--- config.mk ---
export PLATFORM = sky130hd
export DESIGN_NAME = rmlc_link_ctrl
export DESIGN_NICKNAME = d
export VERILOG_FILES = /design/src/rmlc_link_ctrl.v
export VERILOG_INCLUDE_DIRS = /design/src
export SDC_FILE = /design/constraint.sdc
export NUM_CORES = 2
export LEC_CHECK = 0
export ABC_AREA = 1
export CORE_UTILIZATION = 34
export CTS_BUF_LIST = sky130_fd_sc_hd__clkbuf_16
export DETAILED_ROUTE_END_ITERATION = 10
export DONT_BUFFER_PORTS = 1
export PLACE_DENSITY = 0.48
export SYNTH_ARGS = -nofsm -noshare
export SYNTH_HDL_FRONTEND = slang
export SYNTH_SLANG_ARGS = --single-unit
--- constraint.sdc ---
create_clock -name clk -period 4.45 [get_ports clk]
set_input_delay 0.445 -clock clk [delete_from_list [all_inputs] [get_ports clk]]
set_output_delay 0.445 -clock clk [all_outputs]
set_load 0.05 [all_outputs]
--- src/rmlc_regs.vh ---
`ifndef RMLC_REGS_VH
`define RMLC_REGS_VH
// ----------------------------------------
// Timing
// ----------------------------------------
`define RMLC_CLK_NS 10
`define RMLC_MS_NS 1000000
`define RMLC_IDLE_BITS 5'h10
// ----------------------------------------
// Register byte offsets
// ----------------------------------------
`define RMLC_OFS_CTRL 5'h00
`define RMLC_OFS_BLOCK 5'h04
`define RMLC_OFS_PRE 5'h08
`define RMLC_OFS_TOL 5'h0c
`define RMLC_OFS_ACKW 5'h10
`define RMLC_OFS_TXON 5'h14
`define RMLC_OFS_STAT 5'h18
// ----------------------------------------
// Control and status fields and reset values
// ----------------------------------------
`define RMLC_CTRL_EN 0
`define RMLC_CTRL_MAN 1
`define RMLC_CTRL_PACE_LO 2
`define RMLC_CTRL_TEST 4
`define RMLC_STAT_OVF 13
`define RMLC_PACE_NONE 2'h0
`define RMLC_PACE_SW 2'h1
`define RMLC_PACE_HW 2'h2
`define RMLC_RST_CTRL 5'h05
`define RMLC_RST_BLOCK 9'h080
`define RMLC_RST_PRE 8'h20
`define RMLC_RST_TOL 2'h1
`define RMLC_RST_ACKW 16'h03e8
`define RMLC_RST_TXON 8'h14
// ----------------------------------------
// Frame patterns and characters
// ----------------------------------------
`define RMLC_SDET_PAT 6'h2b
`define RMLC_START_PAT 16'hb433
`define RMLC_END_PAT 16'h7e5a
`define RMLC_XON 8'h11
`define RMLC_XOFF 8'h13
`define RMLC_MSG "TEST 0123456789"
`define RMLC_MSG_LEN 9'h00f
`endif

--- src/rmlc_link_ctrl.v ---
// Summary of operation
// - Software pacing: send XOFF before host receive buffer overflows.
// - Software pacing: send XON once the buffer has room again.
// - Hardware pacing: drop CTS before overflow, raise it when room returns.
// - No pacing: keep accepting host data; overflowing bytes are lost.
// - Auto mode: buffer host data during key-up, send after preparation.
// - Push-to-talk mode: host data alone never starts a transmission.
// - Push-to-talk mode: RTS disables receive, keys transmitter, data follows.
// - Correct block is acknowledged; sender then goes on to next block (auto mode only here).
// - Bad block gets no acknowledge; sender continues after wait period (push-to-talk mode here neither acknowledges nor waits).
// - Host pacing starts once one block size of data is buffered.
// - Frame order: preamble, start-detect bits, start pattern, payload, end.
// - Preamble length in bits is configurable.
// - Start-detect field is exactly 6 bits.
// - Start pattern accepted within configurable error tolerance up to 3 bits.
// - Reception ends after 16 bit periods without detected data.
// - Test mode sends a fixed internal ASCII message without host data.
// - Hardware pacing and push-to-talk mode both use the RTS line (here hardware pacing drives only CTS and ignores RTS).
// - Push-to-talk mode forces pacing off; auto allows any pacing.
// - Acknowledge wait is configurable, 1000 ms by default.
// - Block size is configurable, 128 bytes by default.
//
// The register addresses and the Avalon-MM slave port were chosen for this implementation.
`timescale 1ns/1ps
`include "rmlc_regs.vh"
module rmlc_link_ctrl #(
  parameter [31:0] MS_CYCLES = `RMLC_MS_NS / `RMLC_CLK_NS
) (
  input wire clk, // System clock
  input wire srst, // Synchronous reset
  input wire [4:0] avs_address, // Byte address
  input wire avs_read, // Read request
  input wire avs_write, // Write request
  input wire [31:0] avs_writedata, // Write data
  output reg [31:0] avs_readdata, // Read data
  output wire avs_waitrequest, // Stall
  input wire [7:0] host_rx_data, // Byte from host UART
  input wire host_rx_valid, // Host byte strobe
  output reg [7:0] host_tx_data, // Byte to host UART
  output reg host_tx_valid, // Byte to host valid
  input wire host_tx_ready, // Host UART takes byte
  input wire rts_pin, // RTS from host, async
  output reg cts_pin, // CTS to host
  output reg push_to_talk_line, // Transmitter key
  output reg rx_enable, // Receive path enable
  input wire tx_bit_tick, // Modulator wants a bit
  output reg tx_bit, // Bit to modulator
  input wire rx_bit_tick, // Demodulator bit strobe
  input wire rx_bit, // Bit from demodulator
  input wire rx_data_detect // Demodulator sees data
);
  localparam S_IDLE = 3'h0, S_KEY = 3'h1, S_PRE = 3'h2, S_SDET = 3'h3;
  localparam S_START = 3'h4, S_DATA = 3'h5, S_END = 3'h6, S_WACK = 3'h7;
  localparam [8*15-1:0] MSG = `RMLC_MSG;
  localparam [5:0] SDET_BITS = `RMLC_SDET_PAT;
  localparam [15:0] START_BITS = `RMLC_START_PAT;
  localparam [15:0] END_BITS = `RMLC_END_PAT;

  function [4:0] ones16;
    input [15:0] v;
    integer i;
    begin
      ones16 = 5'h00;
      for (i = 0; i < 16; i = i + 1) begin
        ones16 = ones16 + {4'h0, v[i]};
      end
    end
  endfunction

  // ----------------------------------------
  // Register bus
  // ----------------------------------------
  reg ack_q;
  reg [4:0] ctrl_q;
  reg [8:0] blk_q;
  reg [7:0] pre_q;
  reg [1:0] tol_q;
  reg [15:0] ackw_q;
  reg [7:0] txon_q;
  reg ovf_q;
  reg [8:0] fill_q;
  reg [2:0] st_q;
  reg rx_in_q;
  reg xoff_q;
  wire wr_go = avs_write & ack_q;
  wire ovf_set;
  assign avs_waitrequest = (avs_read | avs_write) & ~ack_q;
  wire manual = ctrl_q[`RMLC_CTRL_MAN];
  wire test = ctrl_q[`RMLC_CTRL_TEST];
  wire [1:0] pace = manual ? `RMLC_PACE_NONE : ctrl_q[`RMLC_CTRL_PACE_LO+1:`RMLC_CTRL_PACE_LO];

  // One wait cycle per access; read data captured as the stall drops
  always @(posedge clk) begin
    if (srst) begin
      ack_q <= 1'b0;
      avs_readdata <= 32'h0;
      ctrl_q <= `RMLC_RST_CTRL;
      blk_q <= `RMLC_RST_BLOCK;
      pre_q <= `RMLC_RST_PRE;
      tol_q <= `RMLC_RST_TOL;
      ackw_q <= `RMLC_RST_ACKW;
      txon_q <= `RMLC_RST_TXON;
      ovf_q <= 1'b0;
    end else begin
      ack_q <= (avs_read | avs_write) & ~ack_q;
      if (avs_read & ~ack_q) begin
        case (avs_address)
          `RMLC_OFS_CTRL: avs_readdata <= {27'h0, ctrl_q};
          `RMLC_OFS_BLOCK: avs_readdata <= {23'h0, blk_q};
          `RMLC_OFS_PRE: avs_readdata <= {24'h0, pre_q};
          `RMLC_OFS_TOL: avs_readdata <= {30'h0, tol_q};
          `RMLC_OFS_ACKW: avs_readdata <= {16'h0, ackw_q};
          `RMLC_OFS_TXON: avs_readdata <= {24'h0, txon_q};
          `RMLC_OFS_STAT: avs_readdata <= {17'h0, st_q == S_WACK, ovf_q, cts_pin, xoff_q,
                                           rx_in_q, push_to_talk_line, fill_q};
          default: avs_readdata <= 32'h0;
        endcase
      end
      if (wr_go) begin
        case (avs_address)
          `RMLC_OFS_CTRL: ctrl_q <= avs_writedata[4:0];
          `RMLC_OFS_BLOCK: blk_q <= avs_writedata[8:0];
          `RMLC_OFS_PRE: pre_q <= avs_writedata[7:0];
          `RMLC_OFS_TOL: tol_q <= avs_writedata[1:0];
          `RMLC_OFS_ACKW: ackw_q <= avs_writedata[15:0];
          `RMLC_OFS_TXON: txon_q <= avs_writedata[7:0];
          default: ;
        endcase
      end
      // Overflow flag: a new loss beats a write-one clear
      if (ovf_set)
        ovf_q <= 1'b1;
      else if (wr_go && avs_address == `RMLC_OFS_STAT && avs_writedata[`RMLC_STAT_OVF])
        ovf_q <= 1'b0;
    end
  end

  // ----------------------------------------
  // RTS synchroniser and millisecond tick
  // ----------------------------------------
  reg [2:0] rts_sh_q;
  reg rts_q;
  reg [31:0] ms_cnt_q;
  wire ms_tick = (ms_cnt_q == MS_CYCLES - 32'h1);
  // Third and second stage must agree before RTS is believed
  always @(posedge clk) begin
    if (srst) begin
      rts_sh_q <= 3'h0;
      rts_q <= 1'b0;
      ms_cnt_q <= 32'h0;
    end else begin
      rts_sh_q <= {rts_sh_q[1:0], rts_pin};
      if (rts_sh_q[1] == rts_sh_q[2])
        rts_q <= rts_sh_q[2];
      ms_cnt_q <= ms_tick ? 32'h0 : ms_cnt_q + 32'h1;
    end
  end

  // ----------------------------------------
  // Host receive buffer
  // ----------------------------------------
  reg [7:0] mem_q [0:255];
  reg [7:0] wp_q;
  reg [7:0] rp_q;
  wire pop;
  wire empty = (fill_q == 9'h000);
  wire full = fill_q[8];
  wire push = host_rx_valid & ~full;
  assign ovf_set = host_rx_valid & full;
  // Data keeps flowing into the buffer whatever the pacing scheme
  always @(posedge clk) begin
    if (srst) begin
      wp_q <= 8'h00;
      rp_q <= 8'h00;
      fill_q <= 9'h000;
    end else begin
      if (push) begin
        mem_q[wp_q] <= host_rx_data;
        wp_q <= wp_q + 8'h01;
      end
      if (pop)
        rp_q <= rp_q + 8'h01;
      fill_q <= fill_q + {8'h00, push} - {8'h00, pop};
    end
  end

  // ----------------------------------------
  // Host pacing and host-bound bytes
  // ----------------------------------------
  // Threshold at one block; hysteresis to half a block avoids chatter
  wire hi = (fill_q >= blk_q) | full;
  wire lo = fill_q <= {1'b0, blk_q[8:1]};
  reg flow_pend_q;
  reg [7:0] flow_ch_q;
  reg hold_v_q;
  reg [7:0] hold_q;
  wire rx_byte_v;
  wire [7:0] rx_byte;
  always @(posedge clk) begin
    if (srst) begin
      xoff_q <= 1'b0;
      cts_pin <= 1'b1;
      flow_pend_q <= 1'b0;
      flow_ch_q <= 8'h00;
      hold_v_q <= 1'b0;
      hold_q <= 8'h00;
      host_tx_valid <= 1'b0;
      host_tx_data <= 8'h00;
    end else begin
      if (pace == `RMLC_PACE_HW) begin
        if (hi)
          cts_pin <= 1'b0;
        else if (lo)
          cts_pin <= 1'b1;
      end else
        cts_pin <= 1'b1;
      if (pace == `RMLC_PACE_SW && hi && !xoff_q) begin
        xoff_q <= 1'b1;
        flow_pend_q <= 1'b1;
        flow_ch_q <= `RMLC_XOFF;
      end else if (xoff_q && (lo || pace != `RMLC_PACE_SW)) begin
        xoff_q <= 1'b0;
        flow_pend_q <= 1'b1;
        flow_ch_q <= `RMLC_XON;
      end else if (flow_pend_q && (!host_tx_valid || host_tx_ready))
        flow_pend_q <= 1'b0;
      // Single holding byte: radio data arriving faster than the host drains is lost
      if (rx_byte_v) begin
        hold_v_q <= 1'b1;
        hold_q <= rx_byte;
      end else if (!flow_pend_q && hold_v_q && (!host_tx_valid || host_tx_ready))
        hold_v_q <= 1'b0;
      if (!host_tx_valid || host_tx_ready) begin
        host_tx_valid <= flow_pend_q | hold_v_q;
        host_tx_data <= flow_pend_q ? flow_ch_q : hold_q;
      end
    end
  end

  // ----------------------------------------
  // Radio receiver
  // ----------------------------------------
  reg [15:0] win_q;
  reg [2:0] rbc_q;
  reg [8:0] rn_q;
  reg [4:0] idle_q;
  reg ack_seen_q;
  reg ack_pend_q;
  wire ack_take;
  wire [15:0] win_n = {win_q[14:0], rx_bit};
  wire rtick = rx_bit_tick & rx_enable;
  wire byte_end = rtick & rx_in_q & (rbc_q == 3'h7);
  wire end_hit = byte_end & (win_n == `RMLC_END_PAT);
  assign rx_byte_v = byte_end & ~end_hit & (rn_q != 9'h000);
  assign rx_byte = win_n[15:8];
  always @(posedge clk) begin
    if (srst) begin
      win_q <= 16'h0;
      rx_in_q <= 1'b0;
      rbc_q <= 3'h0;
      rn_q <= 9'h000;
      idle_q <= 5'h00;
      ack_seen_q <= 1'b0;
      ack_pend_q <= 1'b0;
    end else begin
      ack_seen_q <= end_hit & (rn_q == 9'h001);
      if (end_hit && rn_q > 9'h001 && !manual)
        ack_pend_q <= 1'b1;
      else if (ack_take)
        ack_pend_q <= 1'b0;
      if (!rx_enable) begin
        rx_in_q <= 1'b0;
        idle_q <= 5'h00;
      end else if (rtick) begin
        win_q <= win_n;
        idle_q <= rx_data_detect ? 5'h00 : idle_q + 5'h01;
        if (!rx_in_q) begin
          if (ones16(win_n ^ `RMLC_START_PAT) <= {3'h0, tol_q}) begin
            rx_in_q <= 1'b1;
            rbc_q <= 3'h0;
            rn_q <= 9'h000;
          end
        end else if (!rx_data_detect && idle_q == `RMLC_IDLE_BITS - 5'h01)
          rx_in_q <= 1'b0;
        else begin
          rbc_q <= rbc_q + 3'h1;
          if (end_hit)
            rx_in_q <= 1'b0;
          else if (byte_end)
            rn_q <= rn_q + 9'h001;
        end
      end
    end
  end

  // ----------------------------------------
  // Radio transmitter
  // ----------------------------------------
  reg is_ack_q;
  reg [8:0] fcnt_q;
  reg [8:0] nb_q;
  reg [7:0] sr_q;
  reg [3:0] mi_q;
  reg [15:0] tmr_q;
  reg [2:0] st_d;
  wire avail = test | ~empty;
  wire [8:0] lim = test ? `RMLC_MSG_LEN : blk_q;
  wire go = ctrl_q[`RMLC_CTRL_EN] & (manual ? rts_q : avail);
  wire more = avail & (nb_q + 9'h001 < lim) & (~manual | rts_q);
  wire [7:0] nxt = test ? MSG[8*(14-mi_q) +: 8] : mem_q[rp_q];
  wire ttick = tx_bit_tick & (st_q >= S_PRE) & (st_q <= S_END);
  wire load = (st_q == S_START && ttick && fcnt_q == 9'h00f && !is_ack_q && avail) |
              (st_q == S_DATA && ttick && fcnt_q[2:0] == 3'h7 && more);
  assign pop = load & ~test;
  assign ack_take = (st_q == S_IDLE) & ack_pend_q & ~manual;

  // Next state of the frame sequencer
  always @* begin
    st_d = st_q;
    case (st_q)
      S_IDLE: if (ack_take || go) st_d = S_KEY;
      S_KEY: if (tmr_q >= {8'h00, txon_q}) st_d = S_PRE;
      S_PRE: if (ttick && fcnt_q + 9'h001 >= {1'b0, pre_q}) st_d = S_SDET;
      S_SDET: if (ttick && fcnt_q == 9'h005) st_d = S_START;
      S_START: if (ttick && fcnt_q == 9'h00f) st_d = load ? S_DATA : S_END;
      S_DATA: if (ttick && fcnt_q[2:0] == 3'h7 && !more) st_d = S_END;
      S_END: begin
        if (ttick && fcnt_q == 9'h00f)
          st_d = (is_ack_q || manual) ? S_IDLE : S_WACK;
      end
      S_WACK: if (ack_seen_q || tmr_q >= ackw_q) st_d = S_IDLE;
      default: st_d = S_IDLE;
    endcase
    // Dropping RTS in push-to-talk mode ends the transmission at once
    if (manual && !rts_q && st_q != S_IDLE)
      st_d = S_IDLE;
  end

  // Serialiser: one frame bit per modulator tick, MSB first
  always @(posedge clk) begin
    if (srst) begin
      st_q <= S_IDLE;
      is_ack_q <= 1'b0;
      fcnt_q <= 9'h000;
      nb_q <= 9'h000;
      sr_q <= 8'h00;
      mi_q <= 4'h0;
      tmr_q <= 16'h0;
      tx_bit <= 1'b0;
      push_to_talk_line <= 1'b0;
      rx_enable <= 1'b1;
    end else begin
      st_q <= st_d;
      if (st_q == S_IDLE)
        is_ack_q <= ack_take;
      // Keyed from key-up to end of frame; off while awaiting the acknowledge
      push_to_talk_line <= (st_d != S_IDLE) && (st_d != S_WACK);
      rx_enable <= ~((st_d != S_IDLE) && (st_d != S_WACK)) & ~(manual & rts_q);
      if (st_d != st_q)
        tmr_q <= 16'h0;
      else if (ms_tick && tmr_q != 16'hffff)
        tmr_q <= tmr_q + 16'h1;
      if (st_d != st_q)
        fcnt_q <= 9'h000;
      else if (ttick)
        fcnt_q <= fcnt_q + 9'h001;
      if (st_q == S_START)
        nb_q <= 9'h000;
      else if (load)
        nb_q <= nb_q + 9'h001;
      if (load) begin
        sr_q <= nxt;
        if (test)
          mi_q <= (mi_q == 4'he) ? 4'h0 : mi_q + 4'h1;
      end else if (st_q == S_DATA && ttick)
        sr_q <= {sr_q[6:0], 1'b0};
      if (ttick) begin
        case (st_q)
          S_PRE: tx_bit <= ~fcnt_q[0];
          S_SDET: tx_bit <= SDET_BITS[3'h5 - fcnt_q[2:0]];
          S_START: tx_bit <= START_BITS[4'hf - fcnt_q[3:0]];
          S_DATA: tx_bit <= sr_q[7];
          S_END: tx_bit <= END_BITS[4'hf - fcnt_q[3:0]];
          default: tx_bit <= 1'b0;
        endcase
      end
    end
  end
endmodule // rmlc_link_ctrl

==> out/results.ini <==
[status]
status = finished, violations left
violations = max-slew violations, negative setup slack

[final_layout]
final_nets = 8552
finish.utilization = 0.3925
final_common_cell = edfxtp_1
stdcell_count = 12280
fillers = 26690
area_delta_synth_final_pct = 14.43
layout_common_cells = edfxtp_1, nor2_1, o21ai_0
layout-drive-gt1-share = 0.08211

[floorplan]
rows = 193
core_area_mm2 = 0.2772
die_h_um = 530.9
die-area_mm2 = 0.2818
initial_core_util = 0.3430
ios = 102
die_w_um = 530.9

[run]
maxCapViolCount = 0

[route]
drt_iter0_markers = 5853
viasPerCell = 5.277
drc_errors = 0
num_vias = 64820
firstDrtPassIters = 6
wirelength_mm = 284.9
wl_per_cell_um = 23.20
final_antenna_net_count = 0

[critical_path]
crit_path_max_fanout = 3
reg2reg_from = win_q[13]
arrival_ns = 5.38
crit_start = win_q[13]
crit_type = flip-flop to flip-flop
critPathMostFrequentCell = fa_1
slowest_stage = fa_1
critical-path-max-stage-delay_ns = 0.53
crit_chain = inv_2 -> fa_1 -> fa_1 -> fa_1 -> fa_1 -> inv_1 -> ha_2 -> fa_1 -> ha_4 -> buf_6 -> nand2_2 -> o21ai_2 -> nand3_1 -> nand2_1 -> nand2_2 -> inv_2 -> o21ai_4 -> nor3_4 -> nand2_2 -> o21bai_1 -> and3_1
required_ns = 5.31
worst_setup_path_start_kind = flip-flop
end_kind = flip-flop

[sta]
worst_slack_ns = -0.07345
slew_violations = 21
fmax_mhz = 221.1
rsz0062_at_grt = true
hold_viol = 0
post-route-period-util = 1.017
relSlewSlack = -0.01154
worst_clock_skew_ns = 0.06461
finalCriticalPeriod_ns = 4.523
setup_viol_count_final = 5
worst_slew_pin_slew_ns = 1.517
final.setup.tns_ns = -0.2237

[yosys]
synth_cells = 8356
synth_seq_cells = 2293
synth_warnings = 0
postSynthAreaPerCell_um2 = 11.38
synth_edf_count = 2048
synth_top_flop_cell = edfxtp_1
syn_area_mm2 = 0.09510
async_flop_share = 0
netlist.area_leader.share = 0.6467
seq_area_frac_synth = 0.6983
synth.distinct_cells = 60
post-synth-top-area-cell = edfxtp_1
netlist_top_cells_area = edfxtp_1, o21ai_0, nor2_1

[global_route]
track_usage = 0.1979
grt_antenna_before_repair = 6
grt_max_degree = 257
grt_first_pass_wirelength_mm = 418.7
grt_remaining_overflow = 0
grt_pass1_vias = 62300

[cts]
clock-root-buffer = clkbuf_16
cts_tree = built
htree_levels = 5
cts.sinks = 2293
cts_buffers = 276
path_clk_slew_ns = 0.06
cts_buffer_depth = 4
clkLatencyLatePin_ns = 0.94

[hold_path]
hold_start = avs_address[2]
hp-class = primary input to flip-flop

[pwr]
cellPowerDensity_mw_per_mm2 = 436.4
vdd_drop_max_uv = 512.7
p_leak_uw = 0.03682

[placement]
gp_congestion = 0.8142
numPortBuffers = 0
dp_hpwl_mm = 158.6
dp_cells = 11750

## where the power goes
group	internal, uW	switching [uW]	total (uW)
logic	1130	1890	3010
registers	23600	198	23800
clock network	12000	8700	20700
## path summary, 6_finish.rpt
path         slack (ns)               end  cells after the start
min reg2reg        0.40       rts_sh_q[1]                      2
min                0.09  avs_readdata[13]                      7
max reg2reg       -0.07           rn_q[6]                     21
max               -0.07           rn_q[6]                     21
## registers in the layout, indices dropped and copies added (netlist names), 8 cells and up, named ones only
signal	count
ackw_q	16
avs_readdata	16
blk_q	9
fcnt_q	9
fill_q	9
hold_q	8
host_tx_data	8
mem_q	2048
ms_cnt_q	32
nb_q	9
pre_q	8
rn_q	9
rp_q	8
sr_q	8
tmr_q	16
txon_q	8
win_q	15
wp_q	8
## through the flow
step                      total power [uW]  area, um^2  setup slack (ns)  hold WS (ns)
after global placement               26450       99650           -0.2857        0.3961
after CTS                            47650      108500           -0.2437      0.005906
after floorplan                      25680       95160         -0.002068        0.3883
after global routing                 49110      108800           -0.3095       0.09991
final                                47490      108800          -0.07345       0.09242
after detailed placement             26430       99650           -0.2471        0.3942
## area by class of cell
| type | instances | area (um^2) | share of cell area |
|---|---|---|---|
| flip-flops and latches | 2293 | 66440 | 0.6106 |
| multi-input cells | 5240 | 25560 | 0.2349 |
| clock buffers | 279 | 6982 | 0.06416 |
| well taps | 3705 | 4636 | 0.04260 |
| repair buffers | 282 | 2884 | 0.02650 |
| clock inverters | 187 | 1172 | 0.01077 |
| inverters | 293 | 1132 | 0.01041 |
| diodes | 3 | 7.507 | 0.00006899 |
## timing repair
item,4_1_cts,5_1_grt
setup endpoints to repair,13,17
gates resized for setup,15,51
pin swaps,15,40
hold buffers,50,1
endpoints found under the hold margin,2212,8
setup buffers,3,9
## worst max-delay path: cells and delay by family (launching register included)
family | cells | cell delay, ns
adders and majority gates | 7 | 2.94
buffers and inverters | 4 | 0.27
AOI/OAI and AO/OA | 3 | 0.26
and+or+nand+nor | 7 | 0.67
DFF | 1 | 0.33
## routing by layer
metal | vias to the layer above | GRT usage | wire, um
met2 | 1985 | 0.3143 | 132200
met1 | 32360 | 0.2813 | 129500
met5 | - | 0 | 9
met4 | 2 | 0.04857 | 5925
met3 | 378 | 0.03228 | 17400
li1 | 30100 | - | -
## cells in the mapped netlist, types with 3 or more instances
cell / instances
buf_1: 48
nand4_1: 41
nor4_1: 21
nor3b_1: 5
o221ai_1: 8
ha_1: 99
nor3_2: 21
inv_1: 278
or2_2: 4
clkinv_1: 3
nand3_1: 778
o21bai_1: 4
o21ai_1: 4
dfxtp_1: 245
nor2_2: 5
buf_2: 115
o21ai_0: 1050
a31oi_1: 5
a21oi_1: 180
xor2_1: 30
nand2_1: 1044
o21a_1: 8
fa_1: 11
o22ai_1: 458
nor3_1: 49
o211ai_1: 8
o31ai_1: 5
nor2_1: 1331
buf_6: 4
edfxtp_1: 2048
clkbuf_1: 358
inv_2: 10
nand3b_1: 5
nand2_2: 5
a211oi_1: 7
xnor2_1: 5
buf_4: 20
and3_1: 6
## logic make-up (layout without fill, tap and decap cells)
group | count (synthesis) | count (layout) | share of synthesized area
AOI/OAI and AO/OA | 1751 | 1751 | 0.09993
and+or+nand+nor | 3326 | 3326 | 0.1472
xor gates and xnor gates | 35 | 35 | 0.003223
other | 1 | 19 | 0.00003943
adders and majority gates | 110 | 110 | 0.01534
DFF | 2293 | 2293 | 0.6983
buffers and inverters | 838 | 1041 | 0.03575
muxes | 2 | 2 | 0.0002237
(Power assumes the default switching activity.)
